==> src/gpio_map.svh <==
// register offsets, field positions, reset values and codes for the gpio port
`ifndef GPIO_MAP_SVH
`define GPIO_MAP_SVH
`define ADDR_INPUT_A       6'h19
`define ADDR_DIRECTION_A   6'h1A
`define ADDR_OUTPUT_A      6'h1B
`define ADDR_INPUT_B       6'h16
`define ADDR_DIRECTION_B   6'h17
`define ADDR_OUTPUT_B      6'h18
`define ADDR_PC_MASK_HIGH  6'h22
`define ADDR_PC_MASK_LOW   6'h23
`define ADDR_CORE_CONTROL  6'h35
`define ADDR_EXT_FLAGS     6'h3A
`define ADDR_EXT_ENABLES   6'h3B
`define RST_PC_MASK_HIGH   8'hFF
`define RST_PC_MASK_LOW    8'hC8
`define RST_ZERO8          8'h00
`define RST_ZERO16         16'h0000
`define CORE_CONTROL_MASK  8'h7B
`define EXT_ENABLES_MASK   8'hF0
`define BIT_PULLUP_DIS     6
`define BIT_EXT_ONE        7
`define BIT_EXT_ZERO       6
`define BIT_PIN_CHANGE     5
`define BIT_GROUP_ONE      5
`define BIT_GROUP_ZERO     4
`define SENSE_LOW          2'h0
`define SENSE_CHANGE       2'h1
`define SENSE_FALL         2'h2
`define SENSE_RISE         2'h3
`define EXT_ZERO_PIN       14
`define EXT_ONE_PIN        10
`endif

==> src/gpio_pkg.sv <==
// shared types for the gpio port
`default_nettype none
package gpio_pkg;
  // one bit per interrupt source of this block
  typedef struct packed
  {
    logic ext_one;
    logic ext_zero;
    logic pin_chg;
  } irq_set_t;
endpackage
`default_nettype wire

==> src/gpio_port.sv <==
// two 8-bit gpio ports with external and pin-change interrupt flags
`timescale 1ns/1ps
`default_nettype none
`include "gpio_map.svh"

module gpio_port (
  input  wire logic             SYS_CLK_IN,
  input  wire logic             RST_N_IN,
  input  wire logic [5:0]       IO_ADDR_IN,
  input  wire logic             IO_WR_IN,
  input  wire logic [7:0]       IO_WDATA_IN,
  input  wire logic             IO_BIT_WR_IN,
  input  wire logic [2:0]       IO_BIT_NUM_IN,
  input  wire logic             IO_BIT_VAL_IN,
  input  wire logic             IO_RD_IN,
  output logic      [7:0]       IO_RDATA_OUT,
  input  wire logic [15:0]      PIN_IN,
  output logic      [15:0]      PIN_OUT,
  output logic      [15:0]      PIN_OE_OUT,
  output logic      [15:0]      PIN_PULLUP_OUT,
  input  wire logic             GLOBAL_IRQ_EN_IN,
  input  wire gpio_pkg::irq_set_t IRQ_ACK_IN,
  output var gpio_pkg::irq_set_t IRQ_REQ_OUT
);
  import gpio_pkg::*;

  // ----------------------------------------------------------------
  // register state
  // ----------------------------------------------------------------
  logic [15:0] out_r;       // output_register, port a low byte
  logic [15:0] dir_r;       // direction_register
  logic [7:0]  mask_low_r;
  logic [7:0]  mask_high_r;
  logic [7:0]  core_ctrl_r;
  logic [7:0]  ext_en_r;
  irq_set_t    flags_r;
  logic [15:0] sync1_r;
  logic [15:0] sync2_r;     // input_register value
  logic [15:0] prev_r;

  // ----------------------------------------------------------------
  // write decode
  // ----------------------------------------------------------------
  logic       wr_any;
  logic [7:0] wr_mask;
  logic [7:0] wr_val;
  logic [7:0] wr_ones;

  // byte writes touch all bits; bit operations only the addressed one
  always_comb
  begin
    wr_any  = IO_WR_IN | IO_BIT_WR_IN;
    wr_mask = 8'h00;
    wr_val  = 8'h00;
    if (IO_WR_IN)
    begin
      wr_mask = 8'hFF;
      wr_val  = IO_WDATA_IN;
    end
    else if (IO_BIT_WR_IN)
    begin
      wr_mask = 8'h01 << IO_BIT_NUM_IN;
      wr_val  = {8{IO_BIT_VAL_IN}};
    end
    wr_ones = wr_mask & wr_val;
  end

  // merge a write into a stored byte, keeping unaddressed bits
  function automatic logic [7:0] merge(input logic [7:0] cur,
                                       input logic [7:0] msk,
                                       input logic [7:0] val);
    merge = (cur & ~msk) | (val & msk);
  endfunction

  function automatic logic hit(input logic [5:0] addr);
    hit = wr_any && (IO_ADDR_IN == addr);
  endfunction

  // ----------------------------------------------------------------
  // port registers
  // ----------------------------------------------------------------
  // input location writes toggle output bits whatever the direction
  always_ff @(posedge SYS_CLK_IN or negedge RST_N_IN)
  begin
    if (!RST_N_IN)
    begin
      out_r <= `RST_ZERO16;
    end
    else if (hit(`ADDR_OUTPUT_A))
    begin
      out_r[7:0] <= merge(out_r[7:0], wr_mask, wr_val);
    end
    else if (hit(`ADDR_OUTPUT_B))
    begin
      out_r[15:8] <= merge(out_r[15:8], wr_mask, wr_val);
    end
    else if (hit(`ADDR_INPUT_A))
    begin
      out_r[7:0] <= out_r[7:0] ^ wr_ones;
    end
    else if (hit(`ADDR_INPUT_B))
    begin
      out_r[15:8] <= out_r[15:8] ^ wr_ones;
    end
  end

  // direction registers
  always_ff @(posedge SYS_CLK_IN or negedge RST_N_IN)
  begin
    if (!RST_N_IN)
    begin
      dir_r <= `RST_ZERO16;
    end
    else if (hit(`ADDR_DIRECTION_A))
    begin
      dir_r[7:0] <= merge(dir_r[7:0], wr_mask, wr_val);
    end
    else if (hit(`ADDR_DIRECTION_B))
    begin
      dir_r[15:8] <= merge(dir_r[15:8], wr_mask, wr_val);
    end
  end

  // ----------------------------------------------------------------
  // control registers
  // ----------------------------------------------------------------
  // masks, sense control, pull-up disable and interrupt enables
  always_ff @(posedge SYS_CLK_IN or negedge RST_N_IN)
  begin
    if (!RST_N_IN)
    begin
      mask_low_r  <= `RST_PC_MASK_LOW;
      mask_high_r <= `RST_PC_MASK_HIGH;
      core_ctrl_r <= `RST_ZERO8;
      ext_en_r    <= `RST_ZERO8;
    end
    else
    begin
      if (hit(`ADDR_PC_MASK_LOW))
        mask_low_r <= merge(mask_low_r, wr_mask, wr_val);
      if (hit(`ADDR_PC_MASK_HIGH))
        mask_high_r <= merge(mask_high_r, wr_mask, wr_val);
      if (hit(`ADDR_CORE_CONTROL))
        core_ctrl_r <= merge(core_ctrl_r, wr_mask, wr_val) & `CORE_CONTROL_MASK;
      if (hit(`ADDR_EXT_ENABLES))
        ext_en_r <= merge(ext_en_r, wr_mask, wr_val) & `EXT_ENABLES_MASK;
    end
  end

  // ----------------------------------------------------------------
  // input synchronizer
  // ----------------------------------------------------------------
  // two stages against metastability; prev_r feeds change detection
  always_ff @(posedge SYS_CLK_IN or negedge RST_N_IN)
  begin
    if (!RST_N_IN)
    begin
      sync1_r <= `RST_ZERO16;
      sync2_r <= `RST_ZERO16;
      prev_r  <= `RST_ZERO16;
    end
    else
    begin
      sync1_r <= PIN_IN;
      sync2_r <= sync1_r;
      prev_r  <= sync2_r;
    end
  end

  // ----------------------------------------------------------------
  // trigger detection
  // ----------------------------------------------------------------
  logic [1:0]  sense;
  logic        level_mode;
  logic        cur_one;
  logic        cur_zero;
  logic        trig_one;
  logic        trig_zero;
  logic [15:0] pc_enable;
  logic        pc_hit;

  // one sense selection serves both external pins
  function automatic logic trig(input logic [1:0] mode,
                                input logic cur,
                                input logic old);
    case (mode)
      `SENSE_CHANGE: trig = cur ^ old;
      `SENSE_FALL:   trig = old & ~cur;
      `SENSE_RISE:   trig = ~old & cur;
      default:       trig = 1'b0;
    endcase
  endfunction

  always_comb
  begin
    sense      = core_ctrl_r[1:0];
    level_mode = (sense == `SENSE_LOW);
    cur_one    = sync2_r[`EXT_ONE_PIN];
    cur_zero   = sync2_r[`EXT_ZERO_PIN];
    trig_one   = trig(sense, cur_one, prev_r[`EXT_ONE_PIN]);
    trig_zero  = trig(sense, cur_zero, prev_r[`EXT_ZERO_PIN]);
    // pins detect only where mask and group enable agree
    pc_enable[7:0]   = mask_low_r & {8{ext_en_r[`BIT_GROUP_ONE]}};
    pc_enable[11:8]  = mask_high_r[3:0] & {4{ext_en_r[`BIT_GROUP_ZERO]}};
    pc_enable[15:12] = mask_high_r[7:4] & {4{ext_en_r[`BIT_GROUP_ONE]}};
    pc_hit = |((sync2_r ^ prev_r) & pc_enable);
  end

  // ----------------------------------------------------------------
  // interrupt flags
  // ----------------------------------------------------------------
  irq_set_t clr;
  irq_set_t flags_nxt;

  // vector entry or a written one clears; a new trigger wins
  always_comb
  begin
    clr.ext_one  = IRQ_ACK_IN.ext_one;
    clr.ext_zero = IRQ_ACK_IN.ext_zero;
    clr.pin_chg  = IRQ_ACK_IN.pin_chg;
    if (hit(`ADDR_EXT_FLAGS))
    begin
      clr.ext_one  = clr.ext_one | wr_ones[`BIT_EXT_ONE];
      clr.ext_zero = clr.ext_zero | wr_ones[`BIT_EXT_ZERO];
      clr.pin_chg  = clr.pin_chg | wr_ones[`BIT_PIN_CHANGE];
    end
    flags_nxt.ext_one  = (flags_r.ext_one & ~clr.ext_one) | trig_one;
    flags_nxt.ext_zero = (flags_r.ext_zero & ~clr.ext_zero) | trig_zero;
    flags_nxt.pin_chg  = (flags_r.pin_chg & ~clr.pin_chg) | pc_hit;
    if (level_mode)
    begin
      flags_nxt.ext_one  = 1'b0;
      flags_nxt.ext_zero = 1'b0;
    end
  end

  always_ff @(posedge SYS_CLK_IN or negedge RST_N_IN)
  begin
    if (!RST_N_IN)
      flags_r <= '0;
    else
      flags_r <= flags_nxt;
  end

  // ----------------------------------------------------------------
  // vector requests
  // ----------------------------------------------------------------
  // level mode requests straight from a low pin since its flag is held 0
  always_ff @(posedge SYS_CLK_IN or negedge RST_N_IN)
  begin
    if (!RST_N_IN)
    begin
      IRQ_REQ_OUT <= '0;
    end
    else
    begin
      IRQ_REQ_OUT.ext_one  <= GLOBAL_IRQ_EN_IN & ext_en_r[`BIT_EXT_ONE] &
                              (level_mode ? ~cur_one : flags_r.ext_one);
      IRQ_REQ_OUT.ext_zero <= GLOBAL_IRQ_EN_IN & ext_en_r[`BIT_EXT_ZERO] &
                              (level_mode ? ~cur_zero : flags_r.ext_zero);
      IRQ_REQ_OUT.pin_chg  <= GLOBAL_IRQ_EN_IN & flags_r.pin_chg &
                              (ext_en_r[`BIT_GROUP_ONE] | ext_en_r[`BIT_GROUP_ZERO]);
    end
  end

  // ----------------------------------------------------------------
  // pin drivers
  // ----------------------------------------------------------------
  // all-zero async reset tri-states pins with no clock needed; per-pin
  // terms gate the drive with direction and the pull-up with input direction and the disable bit
  always_ff @(posedge SYS_CLK_IN or negedge RST_N_IN)
  begin
    if (!RST_N_IN)
    begin
      PIN_OE_OUT     <= `RST_ZERO16;
      PIN_OUT        <= `RST_ZERO16;
      PIN_PULLUP_OUT <= `RST_ZERO16;
    end
    else
    begin
      PIN_OE_OUT     <= dir_r;
      PIN_OUT        <= out_r & dir_r;
      PIN_PULLUP_OUT <= out_r & ~dir_r &
                        {16{~core_ctrl_r[`BIT_PULLUP_DIS]}};
    end
  end

  // ----------------------------------------------------------------
  // read port
  // ----------------------------------------------------------------
  logic [7:0] rd_nxt;

  // unmapped addresses read zero
  always_comb
  begin
    case (IO_ADDR_IN)
      `ADDR_OUTPUT_A:     rd_nxt = out_r[7:0];
      `ADDR_OUTPUT_B:     rd_nxt = out_r[15:8];
      `ADDR_DIRECTION_A:  rd_nxt = dir_r[7:0];
      `ADDR_DIRECTION_B:  rd_nxt = dir_r[15:8];
      `ADDR_INPUT_A:      rd_nxt = sync2_r[7:0];
      `ADDR_INPUT_B:      rd_nxt = sync2_r[15:8];
      `ADDR_PC_MASK_LOW:  rd_nxt = mask_low_r;
      `ADDR_PC_MASK_HIGH: rd_nxt = mask_high_r;
      `ADDR_CORE_CONTROL: rd_nxt = core_ctrl_r;
      `ADDR_EXT_ENABLES:  rd_nxt = ext_en_r;
      `ADDR_EXT_FLAGS:    rd_nxt = {flags_r, 5'h00};
      default:            rd_nxt = 8'h00;
    endcase
  end

  // data holds until the next read strobe
  always_ff @(posedge SYS_CLK_IN or negedge RST_N_IN)
  begin
    if (!RST_N_IN)
      IO_RDATA_OUT <= `RST_ZERO8;
    else if (IO_RD_IN)
      IO_RDATA_OUT <= rd_nxt;
  end

endmodule
`default_nettype wire

==> config.mk <==
export PLATFORM = sky130hd
export DESIGN_NAME = gpio_port
export DESIGN_NICKNAME = d
export VERILOG_FILES = /design/src/gpio_pkg.sv /design/src/gpio_port.sv
export VERILOG_INCLUDE_DIRS = /design/src
export SDC_FILE = /design/constraint.sdc
export NUM_CORES = 1
export LEC_CHECK = 0
export ABC_AREA = 0
export BUFFER_PORTS_ARGS = -buffer_cell sky130_fd_sc_hd__buf_2
export CORE_MARGIN = 2
export CORE_UTILIZATION = 40
export DETAILED_ROUTE_END_ITERATION = 7
export PLACE_DENSITY_LB_ADDON = 0.3
export SLEW_MARGIN = 25
export SYNTH_ARGS = -nofsm -noshare
export SYNTH_HDL_FRONTEND = slang
export SYNTH_SLANG_ARGS = --single-unit
==> constraint.sdc <==
create_clock -name SYS_CLK_IN -period 1.9 [get_ports SYS_CLK_IN]
set_input_delay 0.475 -clock SYS_CLK_IN [delete_from_list [all_inputs] [get_ports SYS_CLK_IN]]
set_output_delay 0.475 -clock SYS_CLK_IN [all_outputs]
set_load 0.02 [all_outputs]
# Word level (Yosys, flattened, before mapping)
# Cells that the tools add are included.
[totals]
elab_cells = 135
regBits = 168
out_inout_bits = 59
[classes]
shifts = 1
n_reduce_logical = 18
mux = 17
bitwise_logic = 62
eq_ne = 16
[op_table]
columns = ["operator", "n"]
rows = [
  ["$pmux W8 S11", 1],
  ["$mux W8", 10],
  ["$and A8 B8 Y8", 9],
  ["$and A16 B16 Y16", 4],
  ["$or A8 B8 Y8", 7],
  ["$eq A6 B5 Y1 const B", 6],
  ["$eq A6 B6 Y1 const B", 5],
  ["$not A16 Y16", 1],
  ["$reduce_or A16 Y1", 1],
  ["$xor A16 B16 Y16", 1],
  ["$xor A8 B8 Y8", 2],
  ["$and A1 B1 Y1", 13],
  ["$logic_and A1 B1 Y1", 11],
  ["$not A1 Y1", 10],
  ["$and A4 B4 Y4", 2],
  ["$not A8 Y8", 1],
  ["$or A1 B1 Y1", 8],
  ["$shl A1 B3 Y8 const A", 1],
  ["$and A7 B7 Y7", 1],
  ["$or A7 B7 Y7", 1],
  ["$pmux W1 S3", 2],
  ["$eq A2 B2 Y1 const B", 2],
  ["$ne A2 B2 Y1 const B", 2],
  ["$reduce_and A2 Y1", 2],
  ["8 further kinds", 11],
]

# Longest topological paths before layout
[depth]
depth_word = 10
ltp_mapped = 9
depth_no_buf = 6

# Least setup slack after synthesis
# No wires, ideal clock.
[synth_timing]
path_type = "in2reg"
start = "input port IO_ADDR_IN[0]"
end = "register IO_RDATA_OUT[2]"
required_ns = 1.775
t_arrival_ns = 1.718
slack_ns = 0.057
path_stages = 8
setup_ns = 0.125
path_cell_list = "buf_2 > nor2b_1 > buf_6 > and2_4 > buf_6 > a222oi_1 > o211ai_1 > mux2_4"
[synth_via]
elab_chain_len = 2
elab_cells_between_ends = 12
cone_classes = "eq/ne (11); mux (1)"
[synth_rtl]
columns = ["item", "line_no", "text"]
rows = [
  ["from (decl)", "gpio_port.sv:9", "input wire logic [5:0] IO_ADDR_IN,"],
  ["$eq A6 B6 Y1 or $eq A6 B5 Y1 (tied branches)", "gpio_port.sv:296", "case (IO_ADDR_IN)"],
  ["$pmux W8 S11 *", "gpio_port.sv:296", ""],
  ["to (signal assigned)", "gpio_port.sv:316", "IO_RDATA_OUT <= `RST_ZERO8;"],
  ["to (signal assigned)", "gpio_port.sv:318", "IO_RDATA_OUT <= rd_nxt;"],
  ["to (decl)", "gpio_port.sv:16", "output logic [7:0] IO_RDATA_OUT,"],
]
# Mark *: on every way between the ends. The rest lies on a longest branch, timed or not.
# A chain may end at the register's enable or synchronous reset.

==> reports/results.txt <==
DRT Pass-1 Iters -> 5
largest net degree at the start of global routing -> 43
CTS tree -> yes
postcts setup bufs -> 0
worst hold path class -> in2reg
IO Port Bufs -> 101
critical path startpoint -> sync2_r[5]
Synth area leader -> dfrtp_1
Pwr Density -> 1112 nW/µm²
share of the synthesized area in the top cell type -> 55.35%
clock share of power -> 37.4%
Worst Path Required -> 2220 ps
crit path max fanout -> 3
Max-Cap Viols -> 0
I/O pin cnt -> 102
grt total ovfl -> 0
Switching Fraction -> 30.14%
Worst R2R End -> flags_r[0]
dominant synthesized flop cell -> dfrtp_1
area of the mapped netlist -> 7098 µm²
Lkg Pwr -> 4.080 nW
Pwr Total -> 9.913 mW
Syn Inst Count -> 600
Synth Register Bits -> 168
Sequential Power Share -> 46.2%
Final Non-Filler Cells -> 978
FF-to-FF Start -> sync2_r[5]
vias in the first global route -> 5,613
Slew @ Worst Pin -> 448.0 ps
final WL -> 22,010 µm
global-route wire length before repair -> 33,400 µm
worst endpoint data arrival time -> 2150 ps
clock tree sinks -> 168
Final #Nets -> 787
Seq/Total Area, Yosys -> 59.42%
crit share post-route -> 96.41%
die width -> 137.2 µm
hpwl dp -> 16,230 µm
WHS -> 140.7 ps
Psw -> 2.988 mW
CP Capture Type -> flip-flop
Async S/R FF share, synth -> 100.0%
placed cells -> 945
library cells used by synthesis -> 66
Die Y -> 137.2 µm
gr usage total -> 24.54%
worst vdd ir -> 0.6415 mV
CP Class -> reg2reg
Post-DRT Antenna Nets -> 0
vias -> 5,719
end of the critical path -> flags_r[0]
Syn Area/Cell -> 11.83 µm²
fmax -> 545.9 MHz
internal power -> 6.925 mW
minimum clock period -> 1832 ps
total die area -> 18,830 µm²
top cells by area, synth -> dfrtp_1 (55%), a41oi_1 (5.2%), dfstp_2 (4.1%), a21oi_1 (3.8%), nand2_1 (2.2%)
initial core utilization -> 41.04%
FF-to-FF path depth -> 5
Skew-Pair Late Insertion Delay -> 430 ps
DRC -> 0
H-tree depth -> 4
share of cells above drive strength 1 -> 30.28%
Post-synth EDFFs -> 0
Comb pwr share -> 16.4%
final setup vio count -> 0
RSZ-0062 raised after global routing -> false
core area -> 17,300 µm²
Startpoint Class -> flip-flop
post-layout utilization of the core -> 51.56%
clk root buf -> clkbuf_16
Diodes inserted -> 0
Layout area overhead -> 25.65%
final hold violations -> 0
Final Skew -> 8.868 ps
Synth Net Count -> 647
row count -> 48
R2R Setup Slk -> 70 ps
clock slew at reported path FFs -> 70 ps
run status -> finished, final reports clean
yosys warns -> 0
total CTS buffers -> 17
clk buf depth -> 2
Final Slew Violations -> 0
Vias/cell -> 5.848
Rel. slew slack -> 70.14%
DRT iter0 DRCs -> 676
Final GP Congestion -> 0.9188
Avg WL per Cell -> 22.51 µm
initial antenna violation count -> 0
==> stage by stage <==
step | area, µm² | TNS, ps | setup WS, ps
floorplan | 7098 | 0 | 56.79
CTS | 8919 | 0 | 73.20
detailed placement | 8284 | -1114 | -126.5
global placement | 8284 | -328.3 | -75.11
finish | 8919 | 0 | 68.23
global route | 8919 | 0 | 51.53
==> layout make-up <==
class                           instances  area (µm²)
Clock inverter                         13       181.4
Multi-Input combinational cell        379        2604
Clock buffer                           19       442.9
Tap cell                              225       281.5
Sequential cell                       168        4218
Timing Repair Buffer                  165        1157
Fill cell                            1532        8378
Inverter                                9       33.78
==> cell usage after synthesis, types with 4 or more instances <==
cell type and number:
a21oi_1 54, a222oi_1 4, a22o_1 10, a22oi_1 7, a2bb2oi_1 4, a31o_2 4
a31oi_1 12, a32oi_1 5, a41oi_1 42, and2_1 23, and3_1 9, buf_2 14
buf_6 5, clkbuf_1 18, dfrtp_1 157, dfstp_2 11, ha_1 4, inv_1 9
mux2_2 6, mux2i_1 5, nand2_1 41, nand2b_1 5, nand3_1 17, nor2_1 16
nor2b_1 6, nor3b_1 16, o211ai_1 9, o21ai_0 18, xor2_1 14
==> repair_timing <==
action,4_1_cts,5_1_grt
gates resized for setup,0,0
hold buffers,1,0
endpoints found under the hold margin,26,0
==> per-layer routing <==
| metal | vias to the layer above | GRT usage [%] | part of all wire (%) |
|---|---|---|---|
| met5 | - | 0 | 0 |
| met4 | 0 | 7.789 | 2.1 |
| met3 | 31 | 5.151 | 6.9 |
| met2 | 284 | 38.67 | 47 |
| met1 | 2875 | 34.06 | 44 |
| li1 | 2529 | - | - |
==> power groups by stage <==
| stage | Combinational, mW | Sequential, mW | Clock, mW |
|---|---|---|---|
| finish | 1.62 | 4.58 | 3.71 |
| global route | 1.77 | 4.63 | 3.93 |
| CTS | 1.64 | 4.57 | 3.77 |
| detailed placement | 1.63 | 4.63 | 0 |
| global placement | 1.58 | 4.61 | 0 |
| floorplan | 0.704 | 4.72 | 0 |
==> cell usage in the layout, fill, tap and decap left out, types with 11 or more instances in the layout <==
| master | count |
|---|---|
| nor2_1 | 16 |
| xor2_1 | 14 |
| dfrtp_1 | 157 |
| buf_12 | 13 |
| nor3b_1 | 16 |
| buf_4 | 50 |
| buf_2 | 100 |
| a31oi_1 | 12 |
| o21ai_0 | 18 |
| a41oi_1 | 42 |
| a21oi_1 | 54 |
| dfstp_2 | 11 |
| and2_1 | 23 |
| clkbuf_16 | 17 |
| nand3_1 | 17 |
| nand2_1 | 41 |
==> cells by family after synthesis <==
logic type | after synthesis | share of synthesized area (%)
and+or+nand+nor | 156 | 12.59
buffers and inverters | 53 | 3.895
muxes | 13 | 2.186
xor gates and xnor gates | 14 | 1.728
DFF | 168 | 59.42
AOI/OAI and AO/OA | 192 | 19.48
adders and majority gates | 4 | 0.7051
==> worst min path at each step <==
stage / from / to / slack, ps / depth (start not counted)
after detailed placement: sync1_r[12] / sync2_r[12] / 330 / 0
after global placement: sync1_r[5] / sync2_r[5] / 330 / 0
after CTS: PIN_IN[7] / sync1_r[7] / 130 / 1
after global routing: PIN_IN[2] / sync1_r[2] / 120 / 1
final: PIN_IN[7] / sync1_r[7] / 140 / 1
after floorplan: RST_N_IN / IO_RDATA_OUT[0] / 180 / 0
==> critical path, cell delays in order, from the launching register on <==
cell      delay [ps]
dfrtp_1          410
xor2_1           170
a22o_1           230
a221oi_1         380
nand4_1          160
a221o_1          370
No activity file was read; power rests on OpenSTA's default activity.
